===== src/mct_pkg.sv =====
// Package: register map, field layout and reset values of the match/capture counter-timer
package mct_pkg;

	// Register byte offsets
	localparam logic [7:0] OFS_CTRL   = 8'h00;
	localparam logic [7:0] OFS_COUNT  = 8'h04;
	localparam logic [7:0] OFS_PRESC  = 8'h08;
	localparam logic [7:0] OFS_PCOUNT = 8'h0c;
	localparam logic [7:0] OFS_MCTRL  = 8'h10;
	localparam logic [7:0] OFS_OCTRL  = 8'h14;
	localparam logic [7:0] OFS_CCTRL  = 8'h18;
	localparam logic [7:0] OFS_STAT   = 8'h1c;
	localparam logic [7:0] OFS_CLR    = 8'h20;
	localparam logic [7:0] OFS_IEN    = 8'h24;
	localparam logic [7:0] OFS_OUTS   = 8'h28;
	localparam logic [7:0] OFS_MATCH0 = 8'h30;
	localparam logic [7:0] OFS_CAPT0  = 8'h40;

	// Control register fields
	localparam int CTRL_EN_BIT    = 0;
	localparam int CTRL_RST_BIT   = 1;
	localparam int CTRL_MODE_LSB  = 2;
	localparam int CTRL_MODE_W    = 2;

	// Per-match control: three bits each (interrupt, reset, stop)
	localparam int MC_INT_BIT   = 0;
	localparam int MC_RST_BIT   = 1;
	localparam int MC_STOP_BIT  = 2;
	localparam int MC_FIELD_W   = 3;

	// Per-capture control: rise, fall, interrupt, clear-counter
	localparam int CC_RISE_BIT  = 0;
	localparam int CC_FALL_BIT  = 1;
	localparam int CC_INT_BIT   = 2;
	localparam int CC_CLR_BIT   = 3;
	localparam int CC_FIELD_W   = 4;

	// Status layout: matches in bits 3:0, captures in bits 5:4
	localparam int STAT_CAP_LSB = 4;
	localparam int STAT_W       = 6;

	// Output actions
	localparam logic [1:0] ACT_NONE   = 2'h0;
	localparam logic [1:0] ACT_LOW    = 2'h1;
	localparam logic [1:0] ACT_HIGH   = 2'h2;
	localparam logic [1:0] ACT_TOGGLE = 2'h3;

	// Count source selection
	typedef enum logic [1:0] {
		MODE_TIMER   = 2'h0,
		MODE_CNT_RISE = 2'h1,
		MODE_CNT_FALL = 2'h2,
		MODE_CNT_BOTH = 2'h3
	} mode_t;

	localparam logic [31:0] RST_ZERO = 32'h0000_0000;

endpackage


===== src/mct_edge_detect.sv =====
// Synchroniser and edge detector for one external input
`timescale 1ns/10ps
module mct_edge_detect (
	// Clock and reset
	input  wire logic mclk,
	input  wire logic rst,
	// Pin side
	input  wire logic pin,
	// Detected edges
	output logic      rise,
	output logic      fall
);

	logic sync1_ff;
	logic sync2_ff;
	logic prev_ff;
	logic nxt_sync1;
	logic nxt_sync2;
	logic nxt_prev;

	always_comb begin
		nxt_sync1 = pin;
		nxt_sync2 = sync1_ff;
		nxt_prev  = sync2_ff;
	end

	always_ff @(posedge mclk or posedge rst) begin
		if (rst) begin
			sync1_ff <= 1'h0;
			sync2_ff <= 1'h0;
			prev_ff  <= 1'h0;
		end else begin
			sync1_ff <= nxt_sync1;
			sync2_ff <= nxt_sync2;
			prev_ff  <= nxt_prev;
		end
	end

	// Only the second and third stages are looked at, never the metastable first one
	assign rise = sync2_ff & ~prev_ff;
	assign fall = ~sync2_ff & prev_ff;

endmodule


===== src/mct_prescaler.sv =====
// Prescaler that issues a one-cycle count enable every limit+1 clocks
`timescale 1ns/10ps
module mct_prescaler #(
	parameter int WIDTH = 32
) (
	// Clock and reset
	input  wire logic             mclk,
	input  wire logic             rst,
	// Control
	input  wire logic             run,
	input  wire logic             clear,
	input  wire logic [WIDTH-1:0] limit,
	// Status
	output logic      [WIDTH-1:0] value,
	output logic                  tick
);

	logic [WIDTH-1:0] pcnt_ff;
	logic [WIDTH-1:0] nxt_pcnt;

	assign tick  = run & ~clear & (pcnt_ff >= limit);
	assign value = pcnt_ff;

	always_comb begin
		nxt_pcnt = pcnt_ff;
		if (clear)
			nxt_pcnt = '0;
		else if (tick)
			nxt_pcnt = '0;
		else if (run)
			nxt_pcnt = pcnt_ff + WIDTH'(1);
	end

	always_ff @(posedge mclk or posedge rst) begin
		if (rst)
			pcnt_ff <= '0;
		else
			pcnt_ff <= nxt_pcnt;
	end

endmodule


===== src/match_capture_counter_timer.sv =====
// Match/capture counter-timer with APB register access
//
// The register offsets and register access over APB were chosen for this implementation.
`timescale 1ns/10ps
// Behaviour
// - Counter and prescaler share parameter width
// - Timer mode counts prescaled clock cycles
// - Mode selects timer or external-event counting
// - Two capture channels latch counter on edge
// - Capture event may raise enabled interrupt
// - Capture may clear counter and prescaler
// - Four match registers compared on each count step
// - Match interrupt only when enabled, counter continues
// - Stop-on-match halts counting
// - Reset-on-match clears the counter
// - Match outputs go low, high, toggle, hold
module match_capture_counter_timer #(
	parameter int WIDTH = 32,
	parameter int NMATCH = 4,
	parameter int NCAP = 2
) (
	// Clock and reset
	input  wire logic              mclk,
	input  wire logic              rst,
	// APB slave
	input  wire logic              psel,
	input  wire logic              penable,
	input  wire logic              pwrite,
	input  wire logic [7:0]        paddr,
	input  wire logic [31:0]       pwdata,
	output logic      [31:0]       prdata,
	output logic                   pready,
	output logic                   pslverr,
	// External event count input
	input  wire logic              count_in,
	// Capture inputs
	input  wire logic [NCAP-1:0]   capture_in,
	// Match outputs
	output logic      [NMATCH-1:0] match_out,
	// Interrupt
	output logic                   irq
);

	localparam int NSTAT = NMATCH + NCAP;

	// Registers
	logic                  en_ff;
	logic                  crst_ff;
	logic [1:0]            mode_ff;
	logic [WIDTH-1:0]      cnt_ff;
	logic [WIDTH-1:0]      presc_ff;
	logic [NMATCH*3-1:0]   mctrl_ff;
	logic [NMATCH*2-1:0]   octrl_ff;
	logic [NCAP*4-1:0]     cctrl_ff;
	logic [NSTAT-1:0]      stat_ff;
	logic [NSTAT-1:0]      ien_ff;
	logic [NMATCH-1:0]     mout_ff;
	logic [WIDTH-1:0]      match_ff [NMATCH];
	logic [WIDTH-1:0]      capt_ff  [NCAP];
	logic [31:0]           rdata_ff;

	logic                  nxt_en;
	logic                  nxt_crst;
	logic [1:0]            nxt_mode;
	logic [WIDTH-1:0]      nxt_cnt;
	logic [WIDTH-1:0]      nxt_presc;
	logic [NMATCH*3-1:0]   nxt_mctrl;
	logic [NMATCH*2-1:0]   nxt_octrl;
	logic [NCAP*4-1:0]     nxt_cctrl;
	logic [NSTAT-1:0]      nxt_stat;
	logic [NSTAT-1:0]      nxt_ien;
	logic [NMATCH-1:0]     nxt_mout;
	logic [WIDTH-1:0]      nxt_match [NMATCH];
	logic [WIDTH-1:0]      nxt_capt  [NCAP];
	logic [31:0]           nxt_rdata;

	// Bus decode
	logic                  wr_acc;
	logic                  rd_acc;
	logic                  addr_ok;

	function automatic logic is_reg(input logic [7:0] a, input logic [7:0] base);
		is_reg = (a == base);
	endfunction

	// Byte addresses of match register i and capture register i
	function automatic logic [7:0] match_addr(input int i);
		match_addr = 8'(mct_pkg::OFS_MATCH0 + 8'(4 * i));
	endfunction

	function automatic logic [7:0] capt_addr(input int i);
		capt_addr = 8'(mct_pkg::OFS_CAPT0 + 8'(4 * i));
	endfunction

	assign pready  = 1'h1;
	assign wr_acc  = psel & penable & pwrite;
	// Reads latch in setup so prdata is settled through the access cycle
	assign rd_acc  = psel & ~penable & ~pwrite;
	assign pslverr = psel & penable & ~addr_ok;
	assign prdata  = rdata_ff;

	// Event sources
	logic [NCAP-1:0]       cap_rise;
	logic [NCAP-1:0]       cap_fall;
	logic                  ev_rise;
	logic                  ev_fall;
	logic                  ptick;
	logic [WIDTH-1:0]      pvalue;
	logic                  step;
	logic [NMATCH-1:0]     hit;
	logic [NCAP-1:0]       cap_ev;
	logic                  cap_clr;
	logic                  run;
	logic [NSTAT-1:0]      int_mask;

	genvar gi;
	generate
		for (gi = 0; gi < NCAP; gi++) begin : g_cap
			mct_edge_detect u_cap (
				.mclk (mclk),
				.rst  (rst),
				.pin  (capture_in[gi]),
				.rise (cap_rise[gi]),
				.fall (cap_fall[gi])
			);
			assign cap_ev[gi] =
				(cap_rise[gi] & cctrl_ff[gi*4+mct_pkg::CC_RISE_BIT]) |
				(cap_fall[gi] & cctrl_ff[gi*4+mct_pkg::CC_FALL_BIT]);
		end
		for (gi = 0; gi < NMATCH; gi++) begin : g_match
			// Compared only on cycles with a count step, so a match hits once per step at the matching value
			assign hit[gi] = en_ff & (cnt_ff == match_ff[gi]) & step;
		end
	endgenerate

	always_comb begin
		cap_clr = 1'h0;
		for (int i = 0; i < NCAP; i++)
			cap_clr = cap_clr | (cap_ev[i] & cctrl_ff[i*4+mct_pkg::CC_CLR_BIT]);
	end

	// Event input passes the same two-stage synchroniser as the captures
	mct_edge_detect u_evt (
		.mclk (mclk),
		.rst  (rst),
		.pin  (count_in),
		.rise (ev_rise),
		.fall (ev_fall)
	);

	assign run = en_ff & ~crst_ff;

	// Prescaler shares the counter width
	mct_prescaler #(
		.WIDTH (WIDTH)
	) u_presc (
		.mclk  (mclk),
		.rst   (rst),
		.run   (run & (mode_ff == mct_pkg::MODE_TIMER)),
		.clear (crst_ff | cap_clr),
		.limit (presc_ff),
		.value (pvalue),
		.tick  (ptick)
	);

	always_comb begin
		case (mode_ff)
			mct_pkg::MODE_TIMER:    step = ptick;
			mct_pkg::MODE_CNT_RISE: step = run & ev_rise;
			mct_pkg::MODE_CNT_FALL: step = run & ev_fall;
			mct_pkg::MODE_CNT_BOTH: step = run & (ev_rise | ev_fall);
			default:                step = 1'h0;
		endcase
	end

	// Counter, matches, captures and outputs
	always_comb begin
		logic any_rst;
		logic any_stop;
		any_rst  = 1'h0;
		any_stop = 1'h0;
		nxt_mout = mout_ff;
		for (int i = 0; i < NMATCH; i++) begin
			if (hit[i]) begin
				any_rst  = any_rst | mctrl_ff[i*3+mct_pkg::MC_RST_BIT];
				any_stop = any_stop | mctrl_ff[i*3+mct_pkg::MC_STOP_BIT];
				case (octrl_ff[i*2 +: 2])
					mct_pkg::ACT_LOW:    nxt_mout[i] = 1'h0;
					mct_pkg::ACT_HIGH:   nxt_mout[i] = 1'h1;
					mct_pkg::ACT_TOGGLE: nxt_mout[i] = ~mout_ff[i];
					default:             nxt_mout[i] = mout_ff[i];
				endcase
			end
		end
		nxt_cnt = cnt_ff;
		if (crst_ff | cap_clr)
			nxt_cnt = '0;
		else if (any_rst)
			nxt_cnt = '0;
		// A stopping match freezes the count at the matching value
		else if (step & ~any_stop)
			nxt_cnt = cnt_ff + WIDTH'(1);
		// A capture takes the count as it stands, before this cycle's step
		for (int i = 0; i < NCAP; i++)
			nxt_capt[i] = cap_ev[i] ? cnt_ff : capt_ff[i];

		// Register writes
		nxt_en    = en_ff;
		nxt_crst  = crst_ff;
		nxt_mode  = mode_ff;
		nxt_presc = presc_ff;
		nxt_mctrl = mctrl_ff;
		nxt_octrl = octrl_ff;
		nxt_cctrl = cctrl_ff;
		nxt_ien   = ien_ff;
		nxt_stat  = stat_ff;
		for (int i = 0; i < NMATCH; i++)
			nxt_match[i] = match_ff[i];
		if (wr_acc) begin
			if (is_reg(paddr, mct_pkg::OFS_CTRL)) begin
				nxt_en   = pwdata[mct_pkg::CTRL_EN_BIT];
				nxt_crst = pwdata[mct_pkg::CTRL_RST_BIT];
				nxt_mode = pwdata[mct_pkg::CTRL_MODE_LSB +: mct_pkg::CTRL_MODE_W];
			end
			if (is_reg(paddr, mct_pkg::OFS_PRESC))
				nxt_presc = pwdata[WIDTH-1:0];
			if (is_reg(paddr, mct_pkg::OFS_MCTRL))
				nxt_mctrl = pwdata[NMATCH*3-1:0];
			if (is_reg(paddr, mct_pkg::OFS_OCTRL))
				nxt_octrl = pwdata[NMATCH*2-1:0];
			if (is_reg(paddr, mct_pkg::OFS_CCTRL))
				nxt_cctrl = pwdata[NCAP*4-1:0];
			if (is_reg(paddr, mct_pkg::OFS_IEN))
				nxt_ien = pwdata[NSTAT-1:0];
			if (is_reg(paddr, mct_pkg::OFS_CLR))
				nxt_stat = stat_ff & ~pwdata[NSTAT-1:0];
			if (is_reg(paddr, mct_pkg::OFS_COUNT))
				nxt_cnt = pwdata[WIDTH-1:0];
			for (int i = 0; i < NMATCH; i++)
				if (is_reg(paddr, match_addr(i)))
					nxt_match[i] = pwdata[WIDTH-1:0];
		end
		// Hardware set wins over a same-cycle software clear
		// Every event is recorded; the interrupt bits only gate irq
		for (int i = 0; i < NMATCH; i++)
			if (hit[i])
				nxt_stat[i] = 1'h1;
		for (int i = 0; i < NCAP; i++)
			if (cap_ev[i])
				nxt_stat[mct_pkg::STAT_CAP_LSB + i] = 1'h1;
		if (any_stop)
			nxt_en = 1'h0;
	end

	// Read data mux, captured in setup phase
	always_comb begin
		nxt_rdata = rdata_ff;
		addr_ok   = 1'h0;
		if (is_reg(paddr, mct_pkg::OFS_CTRL) | is_reg(paddr, mct_pkg::OFS_COUNT) |
		    is_reg(paddr, mct_pkg::OFS_PRESC) | is_reg(paddr, mct_pkg::OFS_PCOUNT) |
		    is_reg(paddr, mct_pkg::OFS_MCTRL) | is_reg(paddr, mct_pkg::OFS_OCTRL) |
		    is_reg(paddr, mct_pkg::OFS_CCTRL) | is_reg(paddr, mct_pkg::OFS_STAT) |
		    is_reg(paddr, mct_pkg::OFS_CLR) | is_reg(paddr, mct_pkg::OFS_IEN) |
		    is_reg(paddr, mct_pkg::OFS_OUTS))
			addr_ok = 1'h1;
		for (int i = 0; i < NMATCH; i++)
			if (is_reg(paddr, match_addr(i)))
				addr_ok = 1'h1;
		for (int i = 0; i < NCAP; i++)
			if (is_reg(paddr, capt_addr(i)))
				addr_ok = 1'h1;
		if (rd_acc) begin
			nxt_rdata = 32'h0000_0000;
			case (paddr)
				mct_pkg::OFS_CTRL:   nxt_rdata = {28'h0, mode_ff, crst_ff, en_ff};
				mct_pkg::OFS_COUNT:  nxt_rdata = 32'(cnt_ff);
				mct_pkg::OFS_PRESC:  nxt_rdata = 32'(presc_ff);
				mct_pkg::OFS_PCOUNT: nxt_rdata = 32'(pvalue);
				mct_pkg::OFS_MCTRL:  nxt_rdata = 32'(mctrl_ff);
				mct_pkg::OFS_OCTRL:  nxt_rdata = 32'(octrl_ff);
				mct_pkg::OFS_CCTRL:  nxt_rdata = 32'(cctrl_ff);
				mct_pkg::OFS_STAT:   nxt_rdata = 32'(stat_ff);
				mct_pkg::OFS_IEN:    nxt_rdata = 32'(ien_ff);
				mct_pkg::OFS_OUTS:   nxt_rdata = 32'(mout_ff);
				default:             nxt_rdata = 32'h0000_0000;
			endcase
			for (int i = 0; i < NMATCH; i++)
				if (is_reg(paddr, match_addr(i)))
					nxt_rdata = 32'(match_ff[i]);
			for (int i = 0; i < NCAP; i++)
				if (is_reg(paddr, capt_addr(i)))
					nxt_rdata = 32'(capt_ff[i]);
		end
	end

	always_ff @(posedge mclk or posedge rst) begin
		if (rst) begin
			en_ff    <= 1'h0;
			crst_ff  <= 1'h0;
			mode_ff  <= 2'h0;
			cnt_ff   <= '0;
			presc_ff <= '0;
			mctrl_ff <= '0;
			octrl_ff <= '0;
			cctrl_ff <= '0;
			stat_ff  <= '0;
			ien_ff   <= '0;
			mout_ff  <= '0;
			rdata_ff <= mct_pkg::RST_ZERO;
			for (int i = 0; i < NMATCH; i++)
				match_ff[i] <= '0;
			for (int i = 0; i < NCAP; i++)
				capt_ff[i] <= '0;
		end else begin
			en_ff    <= nxt_en;
			crst_ff  <= nxt_crst;
			mode_ff  <= nxt_mode;
			cnt_ff   <= nxt_cnt;
			presc_ff <= nxt_presc;
			mctrl_ff <= nxt_mctrl;
			octrl_ff <= nxt_octrl;
			cctrl_ff <= nxt_cctrl;
			stat_ff  <= nxt_stat;
			ien_ff   <= nxt_ien;
			mout_ff  <= nxt_mout;
			rdata_ff <= nxt_rdata;
			for (int i = 0; i < NMATCH; i++)
				match_ff[i] <= nxt_match[i];
			for (int i = 0; i < NCAP; i++)
				capt_ff[i] <= nxt_capt[i];
		end
	end

	// Per-source interrupt bits, laid out like the status register
	always_comb begin
		int_mask = '0;
		for (int i = 0; i < NMATCH; i++)
			int_mask[i] = mctrl_ff[i*3+mct_pkg::MC_INT_BIT];
		for (int i = 0; i < NCAP; i++)
			int_mask[mct_pkg::STAT_CAP_LSB + i] = cctrl_ff[i*4+mct_pkg::CC_INT_BIT];
	end

	assign match_out = mout_ff;
	// Needs both the enable register and the source's interrupt bit
	assign irq       = |(stat_ff & ien_ff & int_mask);

endmodule


===== config.mk =====
export PLATFORM = sky130hd
export DESIGN_NAME = match_capture_counter_timer
export DESIGN_NICKNAME = d
export VERILOG_FILES = /design/src/mct_pkg.sv /design/src/mct_edge_detect.sv /design/src/mct_prescaler.sv /design/src/match_capture_counter_timer.sv
export SDC_FILE = /design/constraint.sdc
export NUM_CORES = 1
export LEC_CHECK = 0
export BUFFER_PORTS_ARGS = -buffer_cell sky130_fd_sc_hd__buf_2
export CAP_MARGIN = 20
export CORE_MARGIN = 2
export CORE_UTILIZATION = 35
export DETAILED_ROUTE_END_ITERATION = 10
export PLACE_DENSITY = 0.64
export SYNTH_ARGS = -nofsm -noshare
export SYNTH_HDL_FRONTEND = slang
export SYNTH_SLANG_ARGS = --single-unit

===== constraint.sdc =====
create_clock -name mclk -period 12.1 [get_ports mclk]
set_clock_uncertainty 0.2 [all_clocks]
set_input_delay 1.815 -clock mclk [delete_from_list [all_inputs] [get_ports mclk]]
set_output_delay 1.815 -clock mclk [all_outputs]
set_load 0.02 [all_outputs]

Word-level counts from Yosys, hierarchy flattened
Index checks and enable logic that the tools add are counted.
Widths: inputs -> output; s select.
Storage, ports and cells
  register bits after elaboration: 377
  bits in latches: 0
  memory bits (writable): 0
  memory bits (read-only): 0
  input port bits: 48
  output and inout port bits: 39
  word-level logic and storage cells: 237
  memories kept: 0
Cells by class
  add/subtract/negate cells: 2
  multiply operators: 0
  divide/modulo/power cells: 0
  order comparisons: 1
  eq/ne operators: 35
  shift-type cells: 0
  mux-type cells: 46
  bitwise gates (word level): 74
  reductions and logical operators: 43
Operators with widths (count)
  $mux 32: 14
  $pmux 32 s10: 1
  $eq 32x32->1: 4
  $add 32x1->32 const B: 2
  $eq 8x6->1 const B: 7
  $reduce_and 2->1: 21
  $and 1x1->1: 33
  $eq 8x5->1 const B: 4
  $ge 32x32->1: 1
  $reduce_bool 2->1: 14
  $mux 1: 24
  $or 1x1->1: 21
  $eq 2x2->1 const B: 10
  $and 6x6->6: 3
  $eq 8x4->1 const B: 2
  $eq 8x7->1 const B: 2
  $not 1->1: 16
  $reduce_bool 3->1: 5
  $mux 6: 2
  $pmux 1 s3: 4
  $eq 2x1->1 const B: 5
  $eq 8x3->1 const B: 1
  $logic_not 8->1: 1
  $not 6->6: 1
  other kinds (3): 3

Depth between registers and ports, before layout
Gate-level depths: netlist of the first run.
  depth in word-level cells: 26
  gate-level depth with buffers: 11
  mapped depth without buffers: 9

Hierarchy
A second synthesis of the first run with hierarchy kept.
Unflattened totals
  cells, all modules: 1992
  area total of the unflattened synthesis: 20398.3 um2
Modules (own cells, without submodules)
  match_capture_counter_timer: times used 1, cells an instance 1614, area an instance 17156.5 um2, sequential area each 8408.1 um2
  mct_prescaler: times used 1, cells an instance 360, area an instance 2960.3 um2, sequential area each 800.8 um2
  mct_edge_detect: times used 3, cells an instance 6, area an instance 93.8 um2, sequential area each 75.1 um2

Least setup slack after synthesis of the first run
Ideal clock, no wire load.
  path kind: input to output
  start: input port paddr[6]
  end: output port pslverr
  arrival time: 3.277 ns
  required time: 10.085 ns
  path slack: 6.808 ns
  stages: 5
  path buffers: 2
  path through: nor4b_1 and2_1 clkbuf_1 clkbuf_1 nor4b_1
On the way
  word-level cells in the longest chain between the ends: 20
  elaborated cells on any way between the ends: 36
  those cells by class: eq/ne: 16; mux: 7; bitwise: 12; reduce/logical: 1
RTL lines
  start: declaration: RTL line match_capture_counter_timer.sv:29  | input wire logic [7:0] paddr,
  $eq 8x3->1 or $logic_not 8->1 (tied branches): RTL line match_capture_counter_timer.sv:83  | is_reg = (a == base);
  $or 1x1->1 (2 in a row): RTL line match_capture_counter_timer.sv:259  | if (is_reg(paddr, mct_pkg::OFS_CTRL) | is_reg(paddr, mct_pkg::OFS_COUNT) |
  $or 1x1->1 (2 in a row): RTL line match_capture_counter_timer.sv:260  | is_reg(paddr, mct_pkg::OFS_PRESC) | is_reg(paddr, mct_pkg::OFS_PCOUNT) |
  $or 1x1->1 (2 in a row): RTL line match_capture_counter_timer.sv:261  | is_reg(paddr, mct_pkg::OFS_MCTRL) | is_reg(paddr, mct_pkg::OFS_OCTRL) |
  $or 1x1->1 (2 in a row): RTL line match_capture_counter_timer.sv:262  | is_reg(paddr, mct_pkg::OFS_CCTRL) | is_reg(paddr, mct_pkg::OFS_STAT) |
  $or 1x1->1 (2 in a row): RTL line match_capture_counter_timer.sv:263  | is_reg(paddr, mct_pkg::OFS_CLR) | is_reg(paddr, mct_pkg::OFS_IEN) |
  $mux 1: RTL line match_capture_counter_timer.sv:259
  $mux 1 (4 in a row): RTL line match_capture_counter_timer.sv:267  | if (is_reg(paddr, match_addr(i)))
  $mux 1: RTL line match_capture_counter_timer.sv:270  | if (is_reg(paddr, capt_addr(i)))
  $mux 1 (*): RTL line match_capture_counter_timer.sv:270
  $not 1->1 (*): RTL line match_capture_counter_timer.sv:99  | assign pslverr = psel & penable & ~addr_ok;
  $and 1x1->1 (*): RTL line match_capture_counter_timer.sv:99
  end: declaration: RTL line match_capture_counter_timer.sv:33  | output logic pslverr,
Mark *: on every way between the ends. The rest lies on a longest branch, timed or not.

Final worst setup path of the first run
  start: input port paddr[5]
  end: output port pslverr
The elaborated chain is that of the path after synthesis.

==> results.md, run 1 <==
- Top cell by count, worst path: buf_2
- Startpoint types: input port
- Routability Congestion: 0.928
- Final hold viol count: 0
- Via Count: 16296
- Largest net degree at the start of global routing: around 170
- Vias per inst: 6.02
- Vias in the first global route: 16120
- Top-area cell type share of the netlist area: 0.462
- Root buffer cell: clkbuf_16
- RSZ-0062 raised after global routing: no
- Worst IR Drop VDD: 87.6 µV
- Reg2Reg Setup Slack: 8180 ps
- Ys async rst share: 1.00
- Worst slew margin: 0.290
- Ant diodes: 0
- Clk sinks: 377
- Synth Warn #: 0
- Final setup fails: 0
- H-tree levels: 2
- Starting Density: 0.354
- Starting DRT DRC Count: 1724
- Largest family of logic cells by synthesized area: compound AO/OA/AOI/OAI gates
- CP peak stage delay: 910 ps
- Hold Path Depth: 0
- Clock Latency Late Sink: 580 ps
- Mapped Area: 20400 µm²
- Yosys top cell by area: dfrtp_1
- P per Cell Area: 123 nW/µm²
- Synthesized Nets: 1986
- Leakage: ~0.011 µW
- Setup Fix Bufs, Post-CTS: 0
- Worst hold path class: flop to flop
- GRT Util Overall: 0.227
- Initial antenna violation count: 2
- Layout cells sized above 1: 0.239
- Slew @ Worst Pin: 1070 ps
- Drt pass-1 iters: 6
- Xor/xnor share of the synthesized area: 0.0597
- Routed wire length: about 69 mm
- Critical path type: input port to primary output
- Post_cts resized: 0
- Area growth, synth to finish: 12.0%
- Post-synth EDFFs: 0
- Hold_buf cts: 0
- CTS tree: done
- Fin. max-slew vios: 0
- Critical Path RT: 10090 ps
- Final worst slack: between 6000 and 7000 ps
- Core footprint: between 50000 and 60000 µm²
- FF+latch count, synth: 377
- CP max-delay cell: nor4_2
- GR Overflow Total: 0
- Max-Cap Viols: 0
- Layout filler cell count: between 5000 and 6000
- CTS buffer count: 41
- Final ANT Viol Nets: 0
- R2R cell count: 11
- Critical path arrival: 3420 ps
- Status: finished clean
- Routed wire per std cell: 25.4 µm
- Cell variety after synth: between 80 and 90
- Post-Synth Simple-Gate Area: 0.118
- DP Worst Slack: 6700 ps
- DIE AREA: around 60000 µm²
- Ranking of synthesized cells by area: dfrtp_1 46%, mux2_2 14%, xor2_1 5.7%
- Port bufs: 85
- Clk slew on worst S/H paths: around 60 ps
- Post-Synth Adder-Cell Area: 0.0221
- FMAX: 184 MHz
- CTS max path bufs: 3
- Multiplexer area fraction after synthesis: 0.145
- Min Tclk post-route: 5440 ps
- Layout Nets: 2000
- CP Cell Sequence: buf_2, nor4_2, o21ai_0, nor4b_1, buf_2
- # DRC: 0
- Detailed placer's ending HPWL: 48.5 mm
- Top_reg_cell synth: dfrtp_1
- Compound-Gate Fraction of Synth Area: 0.152
- Crit Path Max Fanout: 12
- Die width: 245 µm
- TNS Setup: 0 ps
- IO Pins: 87
- Sequential share of the synthesized area: 0.462
- Crit path capture type: primary output
- First-pass GRT wire length: 103 mm
- Die height: 245 µm
- Row count: 88
- Cells after Synth: ~1900
- Syn_area_per_cell: around 11 µm²
- Final Cycle Share: 0.450
report_power, final:
| group | internal (µW) | switching, µW |
|---|---|---|
| registers | 1290 | 31.4 |
| logic | 59.1 | 142 |
| clock network | 759 | 527 |
final timing paths:
kind,endpoint,start
worst max-delay path,pslverr,paddr[5]
worst max register to register,cnt_ff[24],u_presc.value[29]
worst min-delay path,g_cap[1].u_cap.nxt_prev,g_cap[1].u_cap.nxt_sync2
min in group asynchronous,u_presc.value[23],rst
max in group asynchronous,match_ff[63],rst
worst min register to register,g_cap[1].u_cap.nxt_prev,g_cap[1].u_cap.nxt_sync2
cells in the final DEF (no fill, tap or decap), drive strengths merged, types with 10 or more instances in the layout:
cell type / instances
a21o: 13
a21oi: 44
a221oi: 29
a22o: 25
a22oi: 98
a31oi: 21
and2: 15
and3: 25
buf: 120
clkbuf: 67
dfrtp: 377
ha: 36
inv: 53
mux2: 261
nand2: 136
nand3: 34
nand4: 52
nor2: 58
nor3: 23
nor3b: 10
nor4: 40
o21ai: 102
o31a: 21
o31ai: 16
xor2: 132
layout make-up:
| class | count | area [µm²] | area share |
|---|---|---|---|
| sequential | 377 | 9430 | 0.413 |
| tap | 765 | 957 | 0.0419 |
| timing repair buffer | 120 | 733 | 0.0321 |
| clock buffer | 67 | 1280 | 0.0559 |
| clock inverter | 4 | 73.8 | 0.00323 |
| inverter | 53 | 203 | 0.00887 |
| multi-input combinational | 1323 | 10200 | 0.445 |
layer usage:
metal / part of all wire / GRT usage
met1: 0.42 / 0.301
met2: 0.46 / 0.358
met3: 0.075 / 0.0455
met4: 0.047 / 0.101
met5: 0 / 0
registers in the layout, summed over array words and instances, names as in the netlist, 4 cells and up:
signal	count
cctrl_ff	8
prdata	32
stat_ff	6
mctrl_ff	12
match_ff	128
capt_ff	64
presc_ff	32
match_out	4
ien_ff	6
octrl_ff	8
u_presc.value	32
cnt_ff	32
cell usage after synthesis (5+ instances only):
library cell,instances
a21o_1,13
and2_1,10
nand3b_1,6
ha_1,36
o31a_1,21
a221oi_1,29
nand4b_1,9
and2_0,5
dfrtp_1,377
or3_1,5
nor4_1,38
nor3b_1,10
a222oi_1,8
and3_1,24
a22oi_1,98
a211oi_1,9
o41a_1,7
inv_1,53
nor2_1,58
nand2_1,136
mux2_2,261
buf_1,16
clkbuf_1,87
buf_2,41
a22o_1,25
nand4_1,52
a32o_1,5
xnor2_1,7
nor3_1,22
xor2_1,132
o31ai_1,16
o21ai_0,99
nand3_1,32
o41ai_1,9
a21oi_1,44
o221ai_1,6
a31oi_1,21
kinds of logic after synthesis:
logic type | count (synthesis)
adders and majority gates | 36
xor gates and xnor gates | 139
other | 1
AOI/OAI and AO/OA | 439
and+or+nand+nor | 446
muxes | 262
buffers and inverters | 202
DFF | 377
critical path: cells and delay by family:
kind / cells / cell delay [ps]
compound gates: 1 / 200
buf+inv: 2 / 310
simple gates: 2 / 1100
metrics by stage:
step | total power, µW | hold slack, ps | util | cells | instance area, µm²
floorplan | 1440 | 131 | - | 1902 | 20400
CTS | 2810 | 149 | 0.395 | 2707 | 22800
finish | 2800 | 148 | 0.396 | 2709 | 22800
global route | 2880 | 156 | 0.396 | 2709 | 22800
global placement | 1530 | 138 | 0.372 | 2636 | 21400
detailed placement | 1530 | 135 | 0.372 | 2636 | 21400
Note: power is estimated with default switching activity, not from simulation.
==> run 2, diff against run 1 <==
- PLACE_DENSITY: 0.64 -> 0.62
- clock period: 12.1 -> 5.4 ns (I/O delays scaled with it)
==> run 2 against run 1 <==
Net effect: sequential share of layout area is 0.13 points lower; sequential power increased by 120%; core utilization is 0.12 points higher; critical path depth rose by 5.
==> results.md, run 2 (same netlist as run 1, synthesis figures left out) <==
- Status: finished clean
- Critical path type: flop to flop
- Slew @ Worst Pin: 1090 ps (+26.7 ps)
- Port bufs: 85 (unchanged)
- Hold Path Depth: 0 (unchanged)
- H-tree levels: 2 (unchanged)
- GR Overflow Total: 0 (unchanged)
- Vias per inst: 6.11 (+1.5%)
- DP Worst Slack: 1400 ps (-5300 ps)
- Layout Nets: 2008 (+0.40%)
- Starting DRT DRC Count: 2028 (+18%)
- CTS tree: done
- Detailed placer's ending HPWL: 50.9 mm (+4.9%)
- RSZ-0062 raised after global routing: no
- Final setup fails: 0 (unchanged)
- R2R cell count: 10 (-1)
- Startpoint types: flop
- Via Count: 16614 (+2.0%)
- Starting Density: 0.354 (unchanged)
- Routed wire per std cell: 26.9 µm (+5.7%)
- Row count: 88 (unchanged)
- Multi-input gate area: 10200 µm² (about the same)
- Clk sinks: 377 (unchanged)
- Final hold viol count: 0 (unchanged)
- Ant diodes: 0 (unchanged)
- CP peak stage delay: 600 ps (-310 ps)
- Min-delay src: u_evt.nxt_sync2
- Top cell by count, worst path: buf_4
- Final Cycle Share: 0.698
- Routed wire length: 73.1 mm (+6.2%)
- Drt pass-1 iters: 7 (+1)
- Clk slew on worst S/H paths: 60 ps (about the same)
- CP max-delay cell: nor2_4
- Reg-to-Reg Start: u_presc.value[29]
- Layout filler cell count: 5625 (-0.74%)
- Worst IR Drop VDD: 245 µV (+180%)
- Storage element area: 9430 µm² (unchanged)
- GRT Util Overall: 0.241 (+0.0141)
- Critical Path RT: 5600 ps (-4490 ps)
- Worst slew margin: 0.272 (-0.0178)
- Max-Cap Viols: 0 (unchanged)
- Largest Register: match_ff
- Min Tclk post-route: 3770 ps
- FMAX: 265 MHz
- Routability Congestion: 0.929 (about the same)
- Largest net degree at the start of global routing: 138 (-16%)
- Leakage: 0.0112 µW (+0.46%)
- Worst setup path startpoint: u_presc.value[29]
- Final instance area: 22900 µm² (+0.31%)
- Crit path capture type: flop
- CTS max path bufs: 3 (unchanged)
- Worst hold path class: flop to flop
- Critical path arrival: 3970 ps (+550 ps)
- # DRC: 0 (unchanged)
- DIE AREA: 60200 µm² (unchanged)
- P per Cell Area: 277 nW/µm² (+130%)
- Final worst slack: 1630 ps (-5030 ps)
- Area growth, synth to finish: 12.3%
- Crit Path Max Fanout: 30 (+18)
- IO Pins: 87 (unchanged)
- Layout cells sized above 1: 0.245 (+0.00672)
- Root buffer cell: clkbuf_16
- Core footprint: 57700 µm² (unchanged)
- Regs by FF count: match_ff x128, capt_ff x64
- Setup Fix Bufs, Post-CTS: 0 (unchanged)
- Initial antenna violation count: 1 (-1)
- Most common cell after layout, fill and taps aside: dfrtp_1
- Vias in the first global route: 16181 (+0.38%)
- CTS buffer count: 42 (+2.4%)
- Final ANT Viol Nets: 0 (unchanged)
- CP Cell Sequence: ha_1, a211oi_1, o21bai_1, a311oi_1, a32oi_1, buf_4, nor2_4, buf_4, o41a_1, a22oi_1
- Clock Latency Late Sink: 560 ps (-20 ps)
- Largest register FFs: 128 (unchanged)
- Die width: 245 µm (unchanged)
- Fin. max-slew vios: 0 (unchanged)
- Die height: 245 µm (unchanged)
- First-pass GRT wire length: 109 mm (+5.7%)
- Commonest non-fill, non-tap cells in the layout: 377 x dfrtp_1, 261 x mux2_2, 136 x nand2_1
- Area after DPL: 21500 µm² (+0.29%)
run 2: cell count changes in the layout (fill, tap and decap cells not counted):
cell	before	now
buf_4	32	36
clkinv_2	1	10
clkbuf_1	13	8
dlygate4sd3_1	0	1
clkinvlp_4	1	3
buf_12	2	3
buf_2	85	87
a2111oi_1	1	2
buf_16	1	0
a2111oi_0	1	0
clkbuf_8	11	10
run 2: report_power, final:
part           total [µW]  switching, µW  internal, µW
clock network        2920           1230          1690
logic                 464            331           133
registers            2950           73.6          2880
run 2: through the flow:
step / hold slack [ps] / util / TNS [ps] / std cells / power (µW)
2_1_floorplan: 131 / - / -254120 / 1902 / 3230
3_3_place_gp: 138 / 0.373 / 0 / 2641 / 3450
3_5_place_dp: 137 / 0.373 / 0 / 2643 / 3460
6_report: 147 / 0.397 / 0 / 2721 / 6340
4_1_cts: 137 / 0.397 / 0 / 2720 / 6360
5_1_grt: 145 / 0.397 / 0 / 2721 / 6530
run 2: final timing paths:
check / endpoint / slack (ps)
max: cnt_ff[23] / 1630
min: u_evt.nxt_prev / 150
max reg2reg: cnt_ff[23] / 1630
min reg2reg: u_evt.nxt_prev / 150
max in group asynchronous: cctrl_ff[1] / 3200
min in group asynchronous: u_presc.value[27] / 560
run 2: area by class of cell:
| class | instances | share of cell area |
|---|---|---|
| repair buffers | 127 | 0.0339 |
| clock inverters | 15 | 0.00584 |
| clock buffers | 61 | 0.0543 |
| multi-input cells | 1323 | 0.444 |
| inverters | 53 | 0.00884 |
| well taps | 765 | 0.0418 |
| flip-flops and latches | 377 | 0.412 |
run 2: timing repair:
item	4_1_cts	5_1_grt
hold buffers	1	0
endpoints found under the hold margin	3	0
gates resized for setup	0	0
setup endpoints to repair	0	0
run 2: routing by layer:
layer	share of wire	vias up	GRT usage	wire, µm
met4	0.033	0	0.0729	2400
met5	0	-	0	0
met3	0.077	157	0.0408	5610
met2	0.46	790	0.384	33600
met1	0.43	8557	0.334	31500
li1	-	7110	-	-
run 2: critical path: cells and delay by family, from the launching register on:
kind,cells,cell delay (ps)
AO/OA/AOI/OAI,6,1310
adder cells (fa/ha/maj),1,330
buffers and inverters,2,680
flip-flops,1,480
AND/OR/NAND/NOR,1,600
